**src/rtqts_pkg.sv**
```systemverilog
// Constants and types shared by the rooftop quick-test sequencer
package rtqts_pkg;

  // Clock rate and the time figures the sequencer waits on
  localparam longint CLK_HZ      = 50_000_000;
  localparam longint INIT_WAIT_S = 120;       // 2 minutes
  localparam longint TEST_IDLE_S = 600;       // 10 minutes
  localparam longint DEBOUNCE_MS = 20;
  localparam longint INIT_WAIT_CYC = INIT_WAIT_S * CLK_HZ;
  localparam longint TEST_IDLE_CYC = TEST_IDLE_S * CLK_HZ;
  localparam longint DEBOUNCE_CYC  = (DEBOUNCE_MS * CLK_HZ) / 1000;

  // Counter widths
  localparam int TMR_W = 36;
  localparam int DEB_W = 20;

  // Display codes
  localparam logic [6:0] CODE_INIT = 7'h14;   // 20
  localparam logic [6:0] CODE_TEST = 7'h58;   // 88
  localparam logic [6:0] CODE_ONE  = 7'h01;
  localparam logic [6:0] CODE_TEN  = 7'h0A;

  // Step numbers
  localparam logic [5:0] STEP_FIRST     = 6'h01;
  localparam logic [5:0] STEP_UNIT_TYPE = 6'h01;
  localparam logic [5:0] STEP_COMP_CNT  = 6'h02;
  localparam logic [5:0] STEP_UNLOADER  = 6'h03;
  localparam logic [5:0] STEP_LINE_HZ   = 6'h04;
  localparam logic [5:0] STEP_DIP_FIRST = 6'h05;
  localparam logic [5:0] STEP_DIP_LAST  = 6'h08;
  localparam logic [5:0] STEP_ENTHALPY  = 6'h09;
  localparam logic [5:0] STEP_LOWP1     = 6'h0A;
  localparam logic [5:0] STEP_LOWP2     = 6'h0B;
  localparam logic [5:0] STEP_OIL1      = 6'h0C;
  localparam logic [5:0] STEP_OIL2      = 6'h0D;
  localparam logic [5:0] STEP_SENS_FIRST = 6'h0E;  // 14, start of second section
  localparam logic [5:0] STEP_RELAY_FIRST = 6'h18; // 24, start of third section
  localparam logic [5:0] STEP_LAST      = 6'h21;   // 33

  // Switch-bank bit positions (position N sits at bit N-1)
  localparam int DIP_RESET_BIT = 1;   // Positions 2..5 map to steps 5..8
  localparam int DIP_UNL_LO    = 5;   // Position 6
  localparam int DIP_UNL_HI    = 6;   // Position 7

  // Number of pin inputs passed through the synchroniser
  localparam int PIN_W = 13;

  typedef enum {
    ST_WAIT_OCC,
    ST_INIT,
    ST_READY,
    ST_STEP,
    ST_RESULT,
    ST_RUN
  } rtqts_state_e;

endpackage

```
**src/rtqts_sequencer.sv**
```systemverilog
// Quick-test sequencer: button stepping, timeouts and two-digit display codes
`timescale 1ns/1ns

module rtqts_sequencer #(
  parameter longint INIT_WAIT = rtqts_pkg::INIT_WAIT_CYC,
  parameter longint TEST_IDLE = rtqts_pkg::TEST_IDLE_CYC,
  parameter longint DEB_TIME  = rtqts_pkg::DEBOUNCE_CYC
) (
  input  wire logic       sys_clk,
  input  wire logic       rst,
  input  wire logic       occContact,
  input  wire logic       dispButton,
  input  wire logic [7:0] dipSwitch,
  input  wire logic       enthalpy_contact,
  input  wire logic       lowPress1,
  input  wire logic       lowPress2,
  input  wire logic [6:0] hdrUnitType,
  input  wire logic [6:0] hdrCompCount,
  input  wire logic [6:0] hdrLineHz,
  input  wire logic [9:0] sensorOk,
  input  wire logic [9:0] relayOk,
  output logic [3:0]      dispHiFf,
  output logic [3:0]      dispLoFf,
  output logic            dispHiOnFf,
  output logic            dpHiFf,
  output logic            dpLoFf,
  output logic            alarmLedFf,
  output logic            testActiveFf,
  output logic            startUnitFf,
  output logic [5:0]      stepFf,
  output logic            checkStrobeFf
);
  import rtqts_pkg::*;

  localparam logic [TMR_W-1:0] INIT_LIM = TMR_W'(INIT_WAIT - 1);
  localparam logic [TMR_W-1:0] IDLE_LIM = TMR_W'(TEST_IDLE - 1);
  localparam logic [DEB_W-1:0] DEB_LIM  = DEB_W'(DEB_TIME - 1);

  rtqts_state_e           stateFf;
  rtqts_state_e           nxt_state;
  logic [PIN_W-1:0]       pinMetaFf;
  logic [PIN_W-1:0]       pinSyncFf;
  logic                   occ;
  logic                   button;
  logic [7:0]             dip;
  logic [DEB_W-1:0]       debCntFf;
  logic                   btnStableFf;
  logic                   pressPulseFf;
  logic [TMR_W-1:0]       timerFf;
  logic                   timeUp;
  logic [6:0]             nxt_code;
  logic                   nxt_isStep;
  logic                   nxt_hiOn;
  logic [6:0]             resultCode;

  // Two-stage synchroniser for every pin; only the second stage is read
  always_ff @(posedge sys_clk)
  begin
    if (rst)
    begin
      pinMetaFf <= '0;
      pinSyncFf <= '0;
    end
    else
    begin
      pinMetaFf <= {occContact, dispButton, dipSwitch, enthalpy_contact, lowPress1, lowPress2};
      pinSyncFf <= pinMetaFf;
    end
  end

  assign occ    = pinSyncFf[12];
  assign button = pinSyncFf[11];
  assign dip    = pinSyncFf[10:3];

  // Debounce: the level must hold for the full window before it is accepted
  always_ff @(posedge sys_clk)
  begin
    if (rst)
    begin
      debCntFf    <= '0;
      btnStableFf <= 1'b0;
    end
    else if (button == btnStableFf)
      debCntFf <= '0;
    else if (debCntFf == DEB_LIM)
    begin
      debCntFf    <= '0;
      btnStableFf <= button;
    end
    else
      debCntFf <= debCntFf + 1'b1;
  end

  // One pulse per accepted press, on the accepted rising level only
  always_ff @(posedge sys_clk)
  begin
    if (rst)
      pressPulseFf <= 1'b0;
    else
      pressPulseFf <= (debCntFf == DEB_LIM) && button && !btnStableFf;
  end

  // Inactivity timer, restarted by every press and every state change
  always_ff @(posedge sys_clk)
  begin
    if (rst || pressPulseFf || (nxt_state != stateFf))
      timerFf <= '0;
    else if (!timeUp)
      timerFf <= timerFf + 1'b1;
  end

  assign timeUp = (stateFf == ST_INIT) ? (timerFf >= INIT_LIM) : (timerFf >= IDLE_LIM);

  // Sequencing; a lost occupancy contact always drops back to waiting
  always_comb
  begin
    nxt_state = stateFf;
    case (stateFf)
      ST_WAIT_OCC: if (occ) nxt_state = ST_INIT;
      ST_INIT:
      begin
        if (pressPulseFf)
          nxt_state = ST_READY;
        else if (timeUp)
          nxt_state = ST_RUN;
      end
      ST_READY, ST_STEP:
      begin
        if (pressPulseFf)
          nxt_state = ST_STEP;
        else if (timeUp)
          nxt_state = ST_RUN;
        if (pressPulseFf && stateFf == ST_STEP)
          nxt_state = ST_RESULT;
      end
      ST_RESULT:
      begin
        if (pressPulseFf)
          nxt_state = (stepFf == STEP_LAST) ? ST_RUN : ST_STEP;
        else if (timeUp)
          nxt_state = ST_RUN;
      end
      ST_RUN: nxt_state = ST_RUN;
      default: nxt_state = ST_WAIT_OCC;
    endcase
    if (!occ)
      nxt_state = ST_WAIT_OCC;
  end

  always_ff @(posedge sys_clk)
  begin
    if (rst)
      stateFf <= ST_WAIT_OCC;
    else
      stateFf <= nxt_state;
  end

  // Step counter only counts up; a press in ST_READY is the way back to the first step
  always_ff @(posedge sys_clk)
  begin
    if (rst)
      stepFf <= '0;
    else if (pressPulseFf && stateFf == ST_READY)
      stepFf <= STEP_FIRST;
    else if (pressPulseFf && stateFf == ST_RESULT && stepFf != STEP_LAST)
      stepFf <= stepFf + 1'b1;
  end

  // Strobe asks the check logic to act on the step just confirmed
  always_ff @(posedge sys_clk)
  begin
    if (rst)
      checkStrobeFf <= 1'b0;
    else
      checkStrobeFf <= pressPulseFf && (stateFf == ST_STEP);
  end

  // Result code per step; sections split at the named step bounds
  always_comb
  begin
    resultCode = '0;
    if (stepFf >= STEP_RELAY_FIRST)
      resultCode = {6'h00, relayOk[4'(stepFf - STEP_RELAY_FIRST)]};
    else if (stepFf >= STEP_SENS_FIRST)
      resultCode = {6'h00, sensorOk[4'(stepFf - STEP_SENS_FIRST)]};
    else if (stepFf >= STEP_DIP_FIRST && stepFf <= STEP_DIP_LAST)
      resultCode = {6'h00, dip[3'(stepFf - STEP_DIP_FIRST) + 3'(DIP_RESET_BIT)]};
    else
      case (stepFf)
        STEP_UNIT_TYPE: resultCode = hdrUnitType;
        STEP_COMP_CNT:  resultCode = hdrCompCount;
        STEP_UNLOADER:  resultCode = {5'h00, dip[DIP_UNL_HI], dip[DIP_UNL_LO]};
        STEP_LINE_HZ:   resultCode = hdrLineHz;
        STEP_ENTHALPY:  resultCode = {6'h00, pinSyncFf[2]};
        STEP_LOWP1:     resultCode = {6'h00, pinSyncFf[1]};
        STEP_LOWP2:     resultCode = {6'h00, pinSyncFf[0]};
        STEP_OIL1, STEP_OIL2: resultCode = CODE_ONE;
        default:        resultCode = '0;
      endcase
  end

  // Pick what the display shows for the current state
  always_comb
  begin
    nxt_code   = '0;
    nxt_isStep = 1'b0;
    nxt_hiOn   = 1'b0;
    case (stateFf)
      ST_INIT:   nxt_code = CODE_INIT;
      ST_READY:  nxt_code = CODE_TEST;
      ST_STEP:
      begin
        nxt_code   = {1'b0, stepFf};
        nxt_isStep = 1'b1;
      end
      ST_RESULT: nxt_code = resultCode;
      default:   nxt_code = '0;
    endcase
    // Unit type keeps its leading zero so it reads as a two-digit code
    nxt_hiOn = (nxt_code >= CODE_TEN)
               || (stateFf == ST_RESULT && stepFf == STEP_UNIT_TYPE);
  end

  // Display registers; the point follows each lit numeral of a step number
  always_ff @(posedge sys_clk)
  begin
    if (rst)
    begin
      dispHiFf   <= '0;
      dispLoFf   <= '0;
      dispHiOnFf <= 1'b0;
      dpHiFf     <= 1'b0;
      dpLoFf     <= 1'b0;
    end
    else
    begin
      dispHiFf   <= 4'(nxt_code / CODE_TEN);
      dispLoFf   <= 4'(nxt_code % CODE_TEN);
      dispHiOnFf <= nxt_hiOn;
      dpHiFf     <= nxt_isStep && nxt_hiOn;
      dpLoFf     <= nxt_isStep;
    end
  end

  // Mode outputs; start only ever asserted with occupancy closed
  always_ff @(posedge sys_clk)
  begin
    if (rst)
    begin
      alarmLedFf   <= 1'b0;
      testActiveFf <= 1'b0;
      startUnitFf  <= 1'b0;
    end
    else
    begin
      alarmLedFf   <= (stateFf == ST_READY) || (stateFf == ST_STEP) || (stateFf == ST_RESULT);
      testActiveFf <= (stateFf == ST_READY) || (stateFf == ST_STEP) || (stateFf == ST_RESULT);
      startUnitFf  <= (stateFf == ST_RUN) && occ;
    end
  end
endmodule

```
**config.mk**
```make
export PLATFORM = sky130hd
export DESIGN_NAME = rtqts_sequencer
export DESIGN_NICKNAME = d
export VERILOG_FILES = /design/src/rtqts_pkg.sv /design/src/rtqts_sequencer.sv
export SDC_FILE = /design/constraint.sdc
export NUM_CORES = 1
export LEC_CHECK = 0
export BUFFER_PORTS_ARGS = -buffer_cell sky130_fd_sc_hd__buf_2
export CAP_MARGIN = 20
export CORE_MARGIN = 2
export CORE_UTILIZATION = 54
export DETAILED_ROUTE_END_ITERATION = 6
export PLACE_DENSITY = 0.75
export SLEW_MARGIN = 25
export SYNTH_ARGS = -nofsm -noshare
export SYNTH_HDL_FRONTEND = slang
export SYNTH_SLANG_ARGS = --single-unit
```
**constraint.sdc**
```tcl
create_clock -name sys_clk -period 4.1 [get_ports sys_clk]
set_clock_uncertainty 0.1 [all_clocks]
set_input_delay 0.82 -clock sys_clk [delete_from_list [all_inputs] [get_ports sys_clk]]
set_output_delay 0.82 -clock sys_clk [all_outputs]
set_load 0.05 [all_outputs]
```
== Word-level counts from Yosys, hierarchy flattened ==
Index checks and enable logic that the tools add are counted.
Operators by class
  add/subtract/negate cells: 7
  multipliers: 0
  divide/modulo/power cells: 2
  $lt $le $gt $ge: 10
  equal/unequal tests: 24
  shift operators: 0
  muxes and demuxes: 23
  bitwise logic cells: 1
  reduce and logical (&&, ||, !) cells: 23
Operators with widths (count)
  $mux W32: 6
  $pmux W32 S5: 1
  $eq A32 B3 Y1 const B: 4
  $eq A32 B2 Y1 const B: 3
  $eq A32 B4 Y1 const B: 2
  $pmux W7 S8: 1
  $add A36 B1 Y36 const B: 1
  $ge A36 B33 Y1 const B: 1
  $ge A36 B35 Y1 const B: 1
  $eq A32 B1 Y1 const B: 1
  $logic_not A32 Y1: 1
  $ne A32 B32 Y1: 1
  $eq A6 B4 Y1 const B: 5
  $pmux W7 S4: 1
  $mux W7: 3
  $add A20 B1 Y20 const B: 1
  $eq A20 B20 Y1 const B: 1
  $eq A6 B2 Y1 const B: 2
  $logic_and A1 B1 Y1: 10
  $lt A4 B5 Y1 const B: 2
  $bmux W1 S4: 2
  $sub A4 B4 Y4 const B: 2
  $div A7 B4 Y7 const B: 1
  $ge A7 B4 Y1 const B: 1
  other kinds (24): 36
Storage, ports and cells
  flip-flop bits (word level): 136
  latch bits: 0
  memory bits (writable): 0
  memory bits (read-only): 0
  input port bits: 56
  memories kept: 0

== Depth between registers and ports, before layout ==
  depth after elaboration: 11
  gate-level depth with buffers: 20
  depth with buffers taken out: 16

== Worst setup path before layout ==
OpenSTA, ideal clock, no wires.
  path type: flip-flop to flip-flop
  from: reg stepFf[1]
  to: reg dispLoFf[1]
  arrival: 3.685 ns
  slack: 0.187 ns
  stages on the path, launching flop included: 19
  buffers on the path: 2
  cells stage by stage: dfxtp_1 clkbuf_1 inv_1 ha_1 nor2b_1 o31ai_4 nor4b_4 a32o_1 buf_4 a21oi_1 o21ai_0 nand3_1 inv_1 ha_1 inv_1 a41oi_1 o21bai_2 xor2_1 nor2_1
On the way
  word-level cells in the longest chain between the ends: 9
  elaborated cells between the ends (all ways): 31
  those cells by class: add/sub (4); div (1); order compare (4); eq/ne (9); mux (11); reduce/logical (2)
RTL lines
  start: declaration: RTL line rtqts_sequencer.sv:30  | output logic [5:0] stepFf,
  start signal: assignment: RTL line rtqts_sequencer.sv:166  | stepFf <= stepFf + 1'b1;
  $sub A3 B3 Y3: RTL line rtqts_sequencer.sv:187  | resultCode = {6'h00, dip[3'(stepFf - STEP_DIP_FIRST) + 3'(DIP_RESET_BIT)]};
  $add A3 B1 Y3: RTL line rtqts_sequencer.sv:187
  $bmux W1 S3: RTL line rtqts_sequencer.sv:187
  $mux W1 (implied by the code): RTL line rtqts_sequencer.sv:187
  $mux W7: RTL line rtqts_sequencer.sv:186  | else if (stepFf >= STEP_DIP_FIRST && stepFf <= STEP_DIP_LAST)
  $mux W7: RTL line rtqts_sequencer.sv:184  | else if (stepFf >= STEP_SENS_FIRST)
  $mux W7: RTL line rtqts_sequencer.sv:182  | if (stepFf >= STEP_RELAY_FIRST)
  $pmux W7 S4 *: RTL line rtqts_sequencer.sv:208  | case (stateFf)
  $mod A7 B4 Y7 *: RTL line rtqts_sequencer.sv:238  | dispLoFf <= 4'(nxt_code % CODE_TEN);
  end signal: assignment: RTL line rtqts_sequencer.sv:238
  end: declaration: RTL line rtqts_sequencer.sv:23  | output logic [3:0] dispLoFf,
Every way passes the cells marked *; elsewhere a longest branch is shown, timed or not. The select of a mux whose other input is x is not followed.
A chain may end at the register's enable or synchronous reset.

== Worst setup path in the final report ==
Same ends and word-level chain as after synthesis.

==> metrics.csv <==
metric,value,unit
Site Rows,39,
startpoint types,flip-flop,
clk slew on worst S/H paths,60,ps
share of the synthesized area in the top cell type,44.1,%
Synth Instances,666,
GR Util All Layers,22.0,%
Post-CTS Setup Bufs,0,
wire per inst,14.4,µm
die width,111,µm
largest net degree at the start of global routing,47,
clk_lat worst skew,420,ps
placement-stage worst setup slack,376,ps
"Power, Total",0.00289,W
worst reg2reg path endpoint,dispLoFf[1]$_SDFF_PP0_,
Crit path depth,16,
"Seq/Total Area, Yosys",44.1,%
crit-path max FO,10,
crit share post-route,91.8,%
initial core utilization,54.8,%
Worst path slowest cell,nor4b_4,
first-pass GRT wire length,22500,µm
Final ANT Viol Nets,0,
slew margin rel.,46.7,%
worst path arrival time,3940,ps
GR Overflow Total,0,
Die Span Y,111,µm
most numerous cell on the critical path,inv_1,
Post-synth EDFFs,0,
Hold WC Path Type,reg2reg,
RR Startpoint,stepFf[1]$_SDFFE_PP0P_,
num ports,77,
Setup CP Type,reg2reg,
Synth-to-Final Area Change,17.9,%
flop-to-flop setup slack,330,ps
crit-path cells,"inv_1, ha_1, nor2b_1, o31ai_4, nor4b_4, a32o_1, a21oi_1, o21ai_0, nand3_1, inv_1, ha_1, inv_1, a41oi_1, o21bai_2, xor2_1, nor2_1",
initial antenna violation count,0,
Lkg Pwr,2.83,nW
port bufs,76,
total wire length,13200,µm
Synth Warn #,0,
post_cts resized,0,
DR pass1 iterations,7,
Achievable Freq,266,MHz
CTS max path bufs,2,
max-slew violations,0,
final worst setup slack,335,ps
share of layout cells above drive strength 1,19.4,%
CTS sink cnt,136,
Post-layout nets,826,
Final Critical Period,3770,ps
H-tree levels,4,
Crit. End Element,flip-flop,
vias in the first global route,4850,
Die Area,12300,µm²
"Hold-fix buffers, CTS",0,
outcome,finished clean,
Antenna diodes,0,
CTS tree,done,
clock root buffer,clkbuf_16,
Least-Margin Pin Slew,800,ps
CTS Buf Count,17,
syn avg cell area,9.27,µm²
synth top area cells,"dfxtp_1 (44%), xor2_1 (5.4%), nor2_1 (5.4%), nor2b_1 (3.3%), xnor2_1 (2.8%)",
post-synth top area cell,dfxtp_1,
drt drc,0,
Synth Flop Type,dfxtp_1,
CP Data Required Time,4270,ps
post-DP HPWL,9030,µm
"delay-heaviest family, CP",compound AO/OA/AOI/OAI gates,
Worst setup endpoint,dispLoFf[1]$_SDFF_PP0_,
via/cell ratio,5.70,
RSZ-0062 raised after global routing,no,
area of the multi-input gates,3310,µm²
hold depth,1,
Floorplan Core Area,11300,µm²
Initial DRC Count,396,
gp weighted congestion,0.937,
final hold vios,0,
worst reg2reg path depth,16,
asr flop ratio synth,0,%
vias,5221,
Synth Register Bits,136,
CP max stage delay,540,ps
cell area after synthesis,6170,µm²
Bufs and invs on worst path,3,
peak supply drop,0.271,mV
MaxCap Viol Count,0,
CP Launch Point,stepFf[1]$_SDFFE_PP0P_,
Reg area,2720,µm²
Cell Pwr Density,397,nW/µm²
Synth top cells by count,"dfxtp_1 (136), nor2_1 (88), nand2_1 (39)",
most frequent cell after synthesis,dfxtp_1,
Setup-failing EPs final,0,
setup total negative slack,0,ps
fillers,914,
post-synth cell types,74,
-- logic make-up after synthesis --
logic type | Yosys count | share of synthesized area, %
AND/OR/NAND/NOR | 297 | 26.4
flip-flops | 136 | 44.1
AO/OA/AOI/OAI | 99 | 11.5
XOR/XNOR | 58 | 8.23
buffers and inverters | 50 | 3.95
multiplexers | 15 | 3.77
adder cells (fa/ha/maj) | 10 | 2.03
other | 1 | 0.0607
-- per-layer routing --
layer  wire length, µm  GRT usage, %  part of all wire [%]
met1              5800          27.5                    44
met5                 0             0                     0
met3               803          5.96                   6.1
met2              6360          36.7                    48
met4               201          8.00                   1.5
-- state kept, by name, summed over array words and instances, names as in the netlist, 4 cells and up --
name	count
debCntFf	20
dispHiFf	4
dispLoFf	4
pinMetaFf	13
pinSyncFf	13
stateFf	32
stepFf	6
timerFf	36
-- layout make-up --
| class | count | share of cell area (%) |
|---|---|---|
| Clock buffer | 18 | 6.03 |
| Tap cell | 143 | 2.46 |
| Clock inverter | 14 | 1.87 |
| Sequential cell | 136 | 37.4 |
| Inverter | 13 | 0.670 |
| Timing Repair Buffer | 84 | 6.05 |
| Multi-Input combinational cell | 508 | 45.5 |
-- through the flow --
stage / area (µm²) / instances / utilization, % / hold slack, ps
after global placement: 6700 / 884 / 59.5 / 322
after floorplan: 6280 / 694 / - / 314
final: 7280 / 916 / 64.6 / 335
after global routing: 7280 / 916 / 64.6 / 353
after CTS: 7280 / 916 / 64.6 / 338
after detailed placement: 6700 / 884 / 59.5 / 324
-- worst min path at each step --
| stage | startpoint | endpoint | slack, ps |
|---|---|---|---|
| 6_report | pinMetaFf[1]$_SDFF_PP0_ | pinSyncFf[1]$_SDFF_PP0_ | 330 |
| 5_1_grt | pinMetaFf[3]$_SDFF_PP0_ | pinSyncFf[3]$_SDFF_PP0_ | 350 |
| 4_1_cts | pinMetaFf[9]$_SDFF_PP0_ | pinSyncFf[9]$_SDFF_PP0_ | 340 |
| 3_5_place_dp | pinMetaFf[9]$_SDFF_PP0_ | pinSyncFf[9]$_SDFF_PP0_ | 320 |
| 3_3_place_gp | pinMetaFf[10]$_SDFF_PP0_ | pinSyncFf[10]$_SDFF_PP0_ | 320 |
| 2_1_floorplan | pinMetaFf[0]$_SDFF_PP0_ | pinSyncFf[0]$_SDFF_PP0_ | 310 |
-- report_power, final --
part / total [W] / internal (W) / switching [W] / leakage (nW)
Combinational: 0.0000575 / 0.0000320 / 0.0000255 / 1.45
Clock: 0.00147 / 0.000864 / 0.000607 / 0.274
Sequential: 0.00136 / 0.00135 / 0.00000971 / 1.11
-- worst register-to-register path, stage by stage (launching register included) --
cell and delay [ps]:
dfxtp_1 330, inv_1 120, ha_1 350, nor2b_1 270
o31ai_4 110, nor4b_4 540, a32o_1 490, a21oi_1 80
o21ai_0 260, nand3_1 170, inv_1 80, ha_1 160
inv_1 90, a41oi_1 210, o21bai_2 90, xor2_1 130
nor2_1 60
-- cell usage in the layout (no fill, tap or decap), drive strengths merged, types with 7 or more instances in the layout --
cell    instances
nand4          21
nor2b          33
xor2           38
inv            20
nand3          31
nor4           18
and4            7
nor2           89
nand2          41
dfxtp         136
buf            84
a22oi           7
nor3           12
ha             10
o21ai          17
a21oi          26
conb           29
a31oi           7
xnor2          20
and3           17
and2            7
clkbuf         18
(Power assumes the default switching activity.)
